==> src/hw/lcd_glass_defines.vh <==
// Function
// - the bias bit of the display control register picks half bias when 0 and one-third bias when 1.
// - duty code 00 gives 1/2 duty, 01 gives 1/3 duty, and any code with the upper bit set gives 1/4 duty.
// - with the enable bit clear the display is off and every backplane and frontplane line sits at ground.
// - the waveform bit picks the A-type drive waveform when 0 and the B-type waveform when 1.
// - at 1/2 duty rate codes 00..11 make each backplane phase 256, 280, 304 or 232 sub-oscillator ticks.
// - at 1/3 duty rate codes 00..11 make each backplane phase 172, 188, 204 or 156 sub-oscillator ticks.
// - at 1/4 duty rate codes 00..11 make each backplane phase 128, 140, 152 or 116 sub-oscillator ticks.
// - the five-bit RAM pointer picks one frontplane line, address 00H for line 0 up to 1FH for line 31.
// - the upper three bits of the RAM pointer register always read as zero.
// - the four-bit data window moves the addressed RAM entry, with data bit n belonging to backplane n.
`ifndef LCD_GLASS_DEFINES_VH
`define LCD_GLASS_DEFINES_VH

// ****************************************
// register indices and byte addresses
// ****************************************
`define IDX_DISPLAY_CONTROL 8'h09
`define IDX_DISPLAY_RAM_POINTER 8'h0A
`define IDX_DISPLAY_RAM_WINDOW 8'h0B
`define IDX_DISPLAY_STATUS 8'h10
`define ADDR_DISPLAY_CONTROL 8'h24
`define ADDR_DISPLAY_RAM_POINTER 8'h28
`define ADDR_DISPLAY_RAM_WINDOW 8'h2C
`define ADDR_DISPLAY_STATUS 8'h40

// ****************************************
// display control fields
// ****************************************
`define BIAS_CHOICE_BIT 7
`define DUTY_CHOICE_HI_BIT 6
`define DUTY_CHOICE_LO_BIT 5
`define DISPLAY_ENABLE_BIT 4
`define WAVEFORM_KIND_BIT 2
`define FRAME_RATE_HI_BIT 1
`define FRAME_RATE_LO_BIT 0
`define CONTROL_WRITE_MASK 8'hF7
`define CONTROL_RESET 8'h00
`define POINTER_RESET 5'h00

// ****************************************
// ticks of the sub-oscillator per backplane phase
// ****************************************
`define DIV_HALF_R0 9'h100
`define DIV_HALF_R1 9'h118
`define DIV_HALF_R2 9'h130
`define DIV_HALF_R3 9'h0E8
`define DIV_THIRD_R0 9'h0AC
`define DIV_THIRD_R1 9'h0BC
`define DIV_THIRD_R2 9'h0CC
`define DIV_THIRD_R3 9'h09C
`define DIV_QUARTER_R0 9'h080
`define DIV_QUARTER_R1 9'h08C
`define DIV_QUARTER_R2 9'h098
`define DIV_QUARTER_R3 9'h074

// ****************************************
// drive level codes
// ****************************************
`define LVL_GND 2'h0
`define LVL_LOW 2'h1
`define LVL_HIGH 2'h2
`define LVL_FULL 2'h3

`endif

==> src/hw/lcd_sync_edge.v <==
`timescale 1ns/1ps
`default_nettype none
module lcd_sync_edge (
  // clock and reset
  input wire mclk,
  input wire reset,
  // asynchronous level in, rising edge out
  input wire async_in,
  output wire rise
);
  reg meta_q;
  reg sync_q;
  reg prev_q;

  always @(posedge mclk or posedge reset) begin
    if (reset) begin
      meta_q <= 1'b0;
      sync_q <= 1'b0;
      prev_q <= 1'b0;
    end else begin
      meta_q <= async_in;
      sync_q <= meta_q;
      prev_q <= sync_q;
    end
  end

  assign rise = sync_q & ~prev_q;
endmodule // lcd_sync_edge
`default_nettype wire

==> src/hw/lcd_frame_timer.v <==
`timescale 1ns/1ps
`default_nettype none
module lcd_frame_timer #(
  parameter CW = 9
) (
  // clock and reset
  input wire mclk,
  input wire reset,
  // control
  input wire run,
  input wire tick,
  input wire [CW-1:0] divisor,
  // phase timing
  output wire phase_end,
  output wire second_half
);
  reg [CW-1:0] count_q;
  wire [CW-1:0] last;

  assign last = divisor - {{(CW-1){1'b0}}, 1'b1};
  // a divisor shortened below the count mid-phase ends the phase at the next tick
  assign phase_end = run & tick & (count_q >= last);
  assign second_half = count_q >= {1'b0, divisor[CW-1:1]};

  always @(posedge mclk or posedge reset) begin
    if (reset) begin
      count_q <= {CW{1'b0}};
    end else if (!run) begin
      count_q <= {CW{1'b0}};
    end else if (phase_end) begin
      count_q <= {CW{1'b0}};
    end else if (tick) begin
      count_q <= count_q + {{(CW-1){1'b0}}, 1'b1};
    end
  end
endmodule // lcd_frame_timer
`default_nettype wire

==> src/hw/lcd_glass_driver.v <==
`timescale 1ns/1ps
`default_nettype none
`include "lcd_glass_defines.vh"
module lcd_glass_driver #(
  parameter ADDR_W = 8,
  parameter LINES = 32
) (
  // clock and reset
  input wire mclk,
  input wire reset,
  // apb slave
  input wire psel,
  input wire penable,
  input wire pwrite,
  input wire [ADDR_W-1:0] paddr,
  input wire [31:0] pwdata,
  output reg [31:0] prdata,
  output reg pready,
  output reg pslverr,
  // frame time base
  input wire sub_oscillator_clock,
  // glass drive, two-bit level code per line
  output reg [7:0] backplane_level_q,
  output reg [2*LINES-1:0] frontplane_level_q,
  output reg bias_third_q
);

  // ****************************************
  // functions
  // ****************************************
  function [8:0] phase_divisor;
    input [1:0] duty;
    input [1:0] rate;
    begin
      if (duty[1]) begin
        case (rate)
          2'h0: phase_divisor = `DIV_QUARTER_R0;
          2'h1: phase_divisor = `DIV_QUARTER_R1;
          2'h2: phase_divisor = `DIV_QUARTER_R2;
          default: phase_divisor = `DIV_QUARTER_R3;
        endcase
      end else if (duty[0]) begin
        case (rate)
          2'h0: phase_divisor = `DIV_THIRD_R0;
          2'h1: phase_divisor = `DIV_THIRD_R1;
          2'h2: phase_divisor = `DIV_THIRD_R2;
          default: phase_divisor = `DIV_THIRD_R3;
        endcase
      end else begin
        case (rate)
          2'h0: phase_divisor = `DIV_HALF_R0;
          2'h1: phase_divisor = `DIV_HALF_R1;
          2'h2: phase_divisor = `DIV_HALF_R2;
          default: phase_divisor = `DIV_HALF_R3;
        endcase
      end
    end
  endfunction

  // index of the last backplane scanned for a duty code
  function [1:0] last_backplane;
    input [1:0] duty;
    begin
      if (duty[1]) begin
        last_backplane = 2'h3;
      end else if (duty[0]) begin
        last_backplane = 2'h2;
      end else begin
        last_backplane = 2'h1;
      end
    end
  endfunction

  // level for one line; negative swaps the polarity of the cell voltage
  function [1:0] drive_level;
    input is_backplane;
    input selected;
    input negative;
    input third;
    begin
      if (is_backplane) begin
        if (selected) begin
          drive_level = negative ? `LVL_GND : `LVL_FULL;
        end else if (third) begin
          drive_level = negative ? `LVL_HIGH : `LVL_LOW;
        end else begin
          drive_level = `LVL_LOW;
        end
      end else begin
        if (selected) begin
          drive_level = negative ? `LVL_FULL : `LVL_GND;
        end else if (third) begin
          drive_level = negative ? `LVL_LOW : `LVL_HIGH;
        end else begin
          drive_level = negative ? `LVL_GND : `LVL_FULL;
        end
      end
    end
  endfunction

  // ****************************************
  // registers and storage
  // ****************************************
  reg [7:0] control_q;
  reg [4:0] pointer_q;
  reg [3:0] ram_q [0:LINES-1];
  reg [1:0] com_idx_q;
  reg frame_odd_q;
  integer i;

  wire bias_choice;
  wire [1:0] duty_choice;
  wire display_enable;
  wire waveform_kind;
  wire [1:0] frame_rate;
  wire [1:0] last_com;
  wire [8:0] divisor;
  wire sub_tick;
  wire phase_end;
  wire second_half;
  wire negative;

  assign bias_choice = control_q[`BIAS_CHOICE_BIT];
  assign duty_choice = {control_q[`DUTY_CHOICE_HI_BIT], control_q[`DUTY_CHOICE_LO_BIT]};
  assign display_enable = control_q[`DISPLAY_ENABLE_BIT];
  assign waveform_kind = control_q[`WAVEFORM_KIND_BIT];
  assign frame_rate = {control_q[`FRAME_RATE_HI_BIT], control_q[`FRAME_RATE_LO_BIT]};
  assign last_com = last_backplane(duty_choice);
  assign divisor = phase_divisor(duty_choice, frame_rate);

  // ****************************************
  // apb slave
  // ****************************************
  wire setup;
  wire access_done;
  wire wr_control;
  wire wr_pointer;
  wire wr_window;
  reg [31:0] read_mux;
  reg mapped;
  // read views; unused upper bits read as zero
  wire [31:0] control_word;
  wire [31:0] pointer_word;
  wire [31:0] window_word;
  wire [31:0] status_word;

  assign setup = psel & ~penable;
  assign access_done = psel & penable & pready;
  assign wr_control = access_done & pwrite & (paddr == `ADDR_DISPLAY_CONTROL);
  assign wr_pointer = access_done & pwrite & (paddr == `ADDR_DISPLAY_RAM_POINTER);
  assign wr_window = access_done & pwrite & (paddr == `ADDR_DISPLAY_RAM_WINDOW);
  assign control_word = {24'h000000, control_q};
  assign pointer_word = {27'h0000000, pointer_q};
  assign window_word = {28'h0000000, ram_q[pointer_q]};
  assign status_word = {28'h0000000, display_enable, com_idx_q, frame_odd_q};

  always @* begin
    read_mux = 32'h00000000;
    mapped = 1'b1;
    case (paddr)
      `ADDR_DISPLAY_CONTROL: begin
        read_mux = control_word;
      end
      `ADDR_DISPLAY_RAM_POINTER: begin
        read_mux = pointer_word;
      end
      `ADDR_DISPLAY_RAM_WINDOW: begin
        read_mux = window_word;
      end
      `ADDR_DISPLAY_STATUS: begin
        read_mux = status_word;
      end
      default: begin
        mapped = 1'b0;
      end
    endcase
  end

  // no wait state: answer during the first access cycle
  always @(posedge mclk or posedge reset) begin
    if (reset) begin
      pready <= 1'b0;
      pslverr <= 1'b0;
      prdata <= 32'h00000000;
    end else begin
      pready <= setup;
      pslverr <= setup & ~mapped;
      if (setup) begin
        prdata <= pwrite ? 32'h00000000 : read_mux;
      end
    end
  end

  always @(posedge mclk or posedge reset) begin
    if (reset) begin
      control_q <= `CONTROL_RESET;
      pointer_q <= `POINTER_RESET;
    end else begin
      if (wr_control) begin
        control_q <= pwdata[7:0] & `CONTROL_WRITE_MASK;
      end
      if (wr_pointer) begin
        pointer_q <= pwdata[4:0];
      end
    end
  end

  always @(posedge mclk or posedge reset) begin
    if (reset) begin
      for (i = 0; i < LINES; i = i + 1) begin
        ram_q[i] <= 4'h0;
      end
    end else if (wr_window) begin
      ram_q[pointer_q] <= pwdata[3:0];
    end
  end

  // ****************************************
  // frame timing
  // ****************************************
  lcd_sync_edge u_sync (
    .mclk(mclk),
    .reset(reset),
    .async_in(sub_oscillator_clock),
    .rise(sub_tick)
  );

  lcd_frame_timer #(
    .CW(9)
  ) u_timer (
    .mclk(mclk),
    .reset(reset),
    .run(display_enable),
    .tick(sub_tick),
    .divisor(divisor),
    .phase_end(phase_end),
    .second_half(second_half)
  );

  // ****************************************
  // backplane scan
  // ****************************************
  // a duty change wraps a scan index past the new last
  always @(posedge mclk or posedge reset) begin
    if (reset) begin
      com_idx_q <= 2'h0;
      frame_odd_q <= 1'b0;
    end else if (!display_enable) begin
      com_idx_q <= 2'h0;
      frame_odd_q <= 1'b0;
    end else if (phase_end) begin
      if (com_idx_q >= last_com) begin
        com_idx_q <= 2'h0;
        frame_odd_q <= ~frame_odd_q;
      end else begin
        com_idx_q <= com_idx_q + 2'h1;
      end
    end
  end

  // a-type inverts inside each phase, b-type on alternate frames
  assign negative = waveform_kind ? frame_odd_q : second_half;

  // ****************************************
  // drive levels
  // ****************************************
  reg [7:0] bp_d;
  reg [2*LINES-1:0] fp_d;
  reg [3:0] entry;
  integer k;

  always @* begin
    bp_d = 8'h00;
    fp_d = {(2*LINES){1'b0}};
    entry = 4'h0;
    if (display_enable) begin
      for (k = 0; k < 4; k = k + 1) begin
        bp_d[2*k +: 2] = drive_level(1'b1, (k == com_idx_q) && (k <= last_com),
                                     negative, bias_choice);
      end
      for (k = 0; k < LINES; k = k + 1) begin
        entry = ram_q[k];
        fp_d[2*k +: 2] = drive_level(1'b0, entry[com_idx_q], negative,
                                     bias_choice);
      end
    end
  end

  // ****************************************
  // glass outputs
  // ****************************************

  always @(posedge mclk or posedge reset) begin
    if (reset) begin
      backplane_level_q <= 8'h00;
      frontplane_level_q <= {(2*LINES){1'b0}};
      bias_third_q <= 1'b0;
    end else begin
      backplane_level_q <= bp_d;
      frontplane_level_q <= fp_d;
      bias_third_q <= bias_choice;
    end
  end

endmodule // lcd_glass_driver
`default_nettype wire

==> config.mk <==
export PLATFORM = sky130hd
export DESIGN_NAME = lcd_glass_driver
export DESIGN_NICKNAME = d
export VERILOG_FILES = /design/src/hw/lcd_sync_edge.v /design/src/hw/lcd_frame_timer.v /design/src/hw/lcd_glass_driver.v
export VERILOG_INCLUDE_DIRS = /design/src /design/src/hw
export SDC_FILE = /design/constraint.sdc
export NUM_CORES = 1
export LEC_CHECK = 0
export BUFFER_PORTS_ARGS = -buffer_cell sky130_fd_sc_hd__buf_2
export CORE_ASPECT_RATIO = 0.75
export CORE_MARGIN = 4
export CORE_UTILIZATION = 44
export CTS_CLUSTER_DIAMETER = 60
export DETAILED_ROUTE_END_ITERATION = 8
export GPL_TIMING_DRIVEN = 0
export PLACE_DENSITY = 0.75
export RECOVER_POWER = 50
export SYNTH_ARGS = -nofsm -noshare
export SYNTH_HDL_FRONTEND = slang
export SYNTH_SLANG_ARGS = --single-unit
==> constraint.sdc <==
create_clock -name mclk -period 8 [get_ports mclk]
set_clock_uncertainty 0.05 [all_clocks]
set_input_delay 1.2 -clock mclk [delete_from_list [all_inputs] [get_ports mclk]]
set_output_delay 1.2 -clock mclk [all_outputs]
set_load 0.05 [all_outputs]
# After elaboration in Yosys (flattened, before gate mapping)
# Index checks and enable logic that the tools add are counted.
# word_totals
register_bits,262
inputBits,46
out_inout_bits,107
elab_cells,228
# classes
add_sub_neg,3
n_lt_le_gt_ge,9
eq_ne,12
muxes,134
n_bitwise,16
reduce_logical,8
# ops
operator,count
$bwmux 128,1
$mux 2,47
$bmux 1 s2,32
$mux 64,1
$mux 9,5
$mux 1,37
$mux 32,1
$pmux 8 s4,1
$pmux 9 s3,1
$eq 8x6->1 const B,3
$pmux 8 s3,1
$pmux 7 s3,1
$bmux 4 s5,1
$demux 4 s5,1
$mux 4,3
$and 1x1->1,11
$add 9x1->9 const B,1
$ge 9x8->1,1
$ge 9x9->1,1
$sub 9x1->9 const B,1
$eq 8x7->1 const B,1
$mux 8,1
$ge 6x6->1 const B,1
$lt 6x1->1 const B,1
other kinds (17),27

# Depth between registers and ports, before layout
# logic_depth
word_depth,10
mapped_depth,17
ltp_nobuf,15

# Cells and area by module
# A second synthesis with hierarchy kept.
# hier_totals
cells_unflattened,1038
area_unflattened_um2,12692.2
# by_module_without_submodules
module,n_inst,cells_each,area_each_um2,seq_area_each_um2
lcd_glass_driver,1,904,11533.6,5655.4
lcd_frame_timer,1,129,1066.0,225.2
lcd_sync_edge,1,5,92.6,75.1

# Least setup slack after synthesis
# Ideal clock, no wire load.
# synth_path
path_kind,flip-flop to flip-flop
from,reg control_q[0]
to,reg frontplane_level_q[52]
setup_ps,77
t_arrival_ps,3552
required_time_ps,7873
setup_slack_ps,4321
path_stages_with_launch,18
n_path_buf,2
synth_period_minus_slack_ps,3679
cell_sequence,dfrtp_1 > ha_1 > nand2b_1 > o21ai_0 > inv_1 > ha_1 > nand2b_1 > a21boi_0 > o2111ai_1 > a211oi_1 > nor2_1 > inv_1 > buf_2 > ha_1 > inv_1 > clkbuf_1 > o21ai_0 > a21oi_1
# synth_between
elab_chain_len,10
elab_cells_between_ends,16
cone_classes,1 x order compare; 2 x eq/ne; 12 x mux; 1 x reduce/logical
# synth_lines
item,line_no,rtl
start: declaration,lcd_glass_driver.v:104,reg [7:0] control_q;
start signal: assignment,lcd_glass_driver.v:196,control_q <= `CONTROL_RESET;
start signal: assignment,lcd_glass_driver.v:200,control_q <= pwdata[7:0] & `CONTROL_WRITE_MASK;
"$eq 2x2->1, or another cell as far along","lcd_glass_driver.v:36, lcd_glass_driver.v:43, lcd_glass_driver.v:50",
$pmux 9 s3 or $pmux 7 s3 (tied branches),"lcd_glass_driver.v:50, lcd_glass_driver.v:43",
$mux 9,lcd_glass_driver.v:42,end else if (duty[0]) begin
$mux 9 (*),lcd_glass_driver.v:35,if (duty[1]) begin
$ge 9x8->1 (*),lcd_frame_timer.v:23,"assign second_half = count_q >= {1'b0, divisor[CW-1:1]};"
$mux 1 (*),lcd_glass_driver.v:262,assign negative = waveform_kind ? frame_odd_q : second_half;
$mux 2 (no source line),--,
$mux 2,lcd_glass_driver.v:92,end else if (third) begin
$mux 2 (*),lcd_glass_driver.v:90,if (selected) begin
$mux 64 (*),lcd_glass_driver.v:276,if (display_enable) begin
via fp_d[52],lcd_glass_driver.v:268,reg [2*LINES-1:0] fp_d;
end signal: assignment,lcd_glass_driver.v:296,frontplane_level_q <= {(2*LINES){1'b0}};
end signal: assignment,lcd_glass_driver.v:300,frontplane_level_q <= fp_d;
end: declaration,lcd_glass_driver.v:24,"output reg [2*LINES-1:0] frontplane_level_q,"
# The timed path passes the listed nets; every way through them passes the cells marked *.
# A chain may end at the register's enable or synchronous reset.

# Final worst setup path
# layout_path
from,reg control_q[1]
to,reg frontplane_level_q[10]
# The elaborated chain is that of the path after synthesis.

==> flow_summary.ini <==
[critical_path]
path_buf_inv = 5
cp-end-kind = flip-flop
cp-start-kind = flip-flop
cp.arrival_ps = 5620
crit_chain = ha_1, nand2b_1, o21ai_0, inv_1, ha_1, nand2b_1, a21boi_0, o2111ai_1, a211oi_1, nor2_1, inv_1, buf_2, ha_1, inv_1, clkbuf_1, o21ai_0, a21oi_1
critPathMaxFanout = 11
cp_slowest_stage_delay_ps = 970
required_ps = 8380
critPathSlowestCell = a211oi_1
crit_family = compound AO/OA/AOI/OAI gates
path_class = flip-flop to flip-flop

[global_route]
grt_pass1_vias = 8843
grt-ovfl-total = 0
grt_pass1_wl_um = 51600
antenna_found_initial = 0
grtUsageTotal = 0.208
grt_max_degree = 139

[yosys]
yosysSeqAreaShare = 0.488
yosys_most_used_dff = dfrtp_1
yosys.cell_types.count = 61
syn_inst = 975
synth_edf_count = 0
ys_seq_elements = 238
async_reset_ff_frac = 1.00
syn_avg_cell_area_um2 = 12.5
synth.cell_area_um2 = 12200
yosysWarnings = 0

[sta]
relSlewSlack = -1.24
tightest_slew_ps = 3360
hold_viol_final = 0
hold_ws_ps = 301
setup_viol = 0
slew_violations = 138
period_needed_ps = 5240
min_period_over_period = 0.655
fin_ws_ps = 2760
max_freq_mhz = 191
rsz0062_at_grt = no

[final_layout]
syn2layout_area_growth_pct = 15.8
fin_util = 0.521
drive_gt1_frac = 0.286
final_nets = 1206
final_common_cell = dfrtp_1
layout_common_cells = dfrtp_1 (238), mux2_2 (110), clkbuf_1 (90)

[cts]
cts-htree-levels = 1
cts_buffer_depth = 3
clkSinkCount = 238
cts_hold_buf = 0
insertion_delay_ps = 530
postCtsSetupBuffers = 0
cts_buffers = 26
clock-root-buffer = clkbuf_16
clkTransAtPathRegs_ps = 60
post_cts_resized = 0
cts_tree = done

[status]
violations = capacitance limit, slew limit
status = complete, but fails checks

[detailed_routing]
route.detailed.drc = 0
drtPass1Iterations = 5
drt_iter0_drc = 808
drt_wl_total_um = 32200
ant_nets = 0
num_vias = 8825
wl_per_cell_um = 21.4
avgViaCountPerCell = 5.87

[power]
power.switching_mw = 0.568
p_leak_nw = 6.51
intPower_mw = 1.96
power_frac_seq = 0.478
peakVddDrop_mv = 0.133
swShare = 0.224
p_clk_frac = 0.479
power_density_nw_per_um2 = 179
comb_power_share = 0.044

[placement]
portBuffers = 104
gp_congestion = 0.949
hpwl_um = 23400
pre_cts_ws_ps = 2830

[floorplan]
die_area_um2 = 30500
die_y_um = 152
initial_core_util = 0.450
fp.coreArea_um2 = 27100
num_io_pins = 153
std_cell_rows = 52
fp.dieW_um = 200

[hold_path]
hold_class = flip-flop to flip-flop

[run]
drv_cap = 1
[sequential cells by signal (all words and copies together), names as in the netlist]
signal and count:
backplane_level_q 8, bias_third_q 1, com_idx_q 2, control_q 7
frame_odd_q 1, frontplane_level_q 64, pointer_q 5, prdata 8
pready 1, pslverr 1, ram_q 128, u_sync.meta_q 1
u_sync.prev_q 1, u_sync.sync_q 1, u_timer.count_q 9
[kinds of logic (layout without fill, tap and decap cells)]
| group | after synthesis | count (layout) | share of synthesized area |
|---|---|---|---|
| and+or+nand+nor | 186 | 186 | 0.0867 |
| buffers and inverters | 103 | 256 | 0.0400 |
| muxes | 204 | 204 | 0.247 |
| DFF | 238 | 238 | 0.488 |
| AOI/OAI and AO/OA | 207 | 207 | 0.103 |
| xor gates and xnor gates | 8 | 8 | 0.00574 |
| adders and majority gates | 28 | 28 | 0.0287 |
| other | 1 | 25 | 0.000307 |
[worst paths after layout]
check | to | slack [ps] | start | depth (start not counted)
worst max-delay path | frontplane_level_q[10] | 2760 | control_q[1] | 17
worst min-delay path | u_sync.sync_q | 300 | u_sync.meta_q | 0
worst max register to register | frontplane_level_q[10] | 2760 | control_q[1] | 17
worst min register to register | u_sync.sync_q | 300 | u_sync.meta_q | 0
max in group asynchronous | frontplane_level_q[27] | 4000 | reset | 3
min in group asynchronous | prdata[3] | 1950 | reset | 3
[cell usage after synthesis (16+ instances only)]
cell	count	area share
buf_4	25	0.015
mux4_2	64	0.12
mux2_1	28	0.026
inv_1	16	0.0049
a21oi_1	33	0.014
nand2b_1	44	0.023
mux2_2	110	0.10
clkbuf_1	48	0.015
dfrtp_1	238	0.49
a22oi_1	23	0.014
nor2_1	41	0.013
nand2_1	28	0.0086
o211ai_1	35	0.022
o21ai_0	86	0.035
ha_1	28	0.029
[layout make-up]
type | instances | area, um^2
Antenna cell | 1 | 2.50
Buffer | 87 | 427
Clock buffer | 41 | 818
Clock inverter | 6 | 62.6
Fill cell | 2272 | 13000
Inverter | 16 | 67.6
Multi-Input combinational cell | 657 | 5850
Sequential cell | 238 | 5960
Tap cell | 351 | 439
Timing Repair Buffer | 106 | 508
[routing by layer]
layer	global-route usage	vias to the layer above	wire [um]
li1	-	3885	-
met1	0.306	4472	14400
met2	0.312	423	14200
met3	0.0626	45	3110
met4	0.0403	0	522
met5	0	-	0
[per-stage QoR]
stage / total power [mW] / cells / setup TNS [ps] / area [um^2]
2_1_floorplan: 1.31 / 998 / 0 / 12300
3_3_place_gp: 1.34 / 1453 / -471380 / 13200
3_5_place_dp: 1.34 / 1455 / 0 / 13300
4_1_cts: 2.55 / 1502 / 0 / 14200
5_1_grt: 2.61 / 1502 / 0 / 14100
6_report: 2.53 / 1503 / 0 / 14100
[power by group through the flow]
stage / sequential, mW / combinational (mW) / clock (mW)
5_1_grt: 1.21 / 0.121 / 1.28
6_report: 1.21 / 0.111 / 1.21
4_1_cts: 1.21 / 0.112 / 1.23
2_1_floorplan: 1.24 / 0.0720 / 0
3_5_place_dp: 1.23 / 0.112 / 0
3_3_place_gp: 1.23 / 0.106 / 0
No activity file was read; power rests on OpenSTA's default activity.
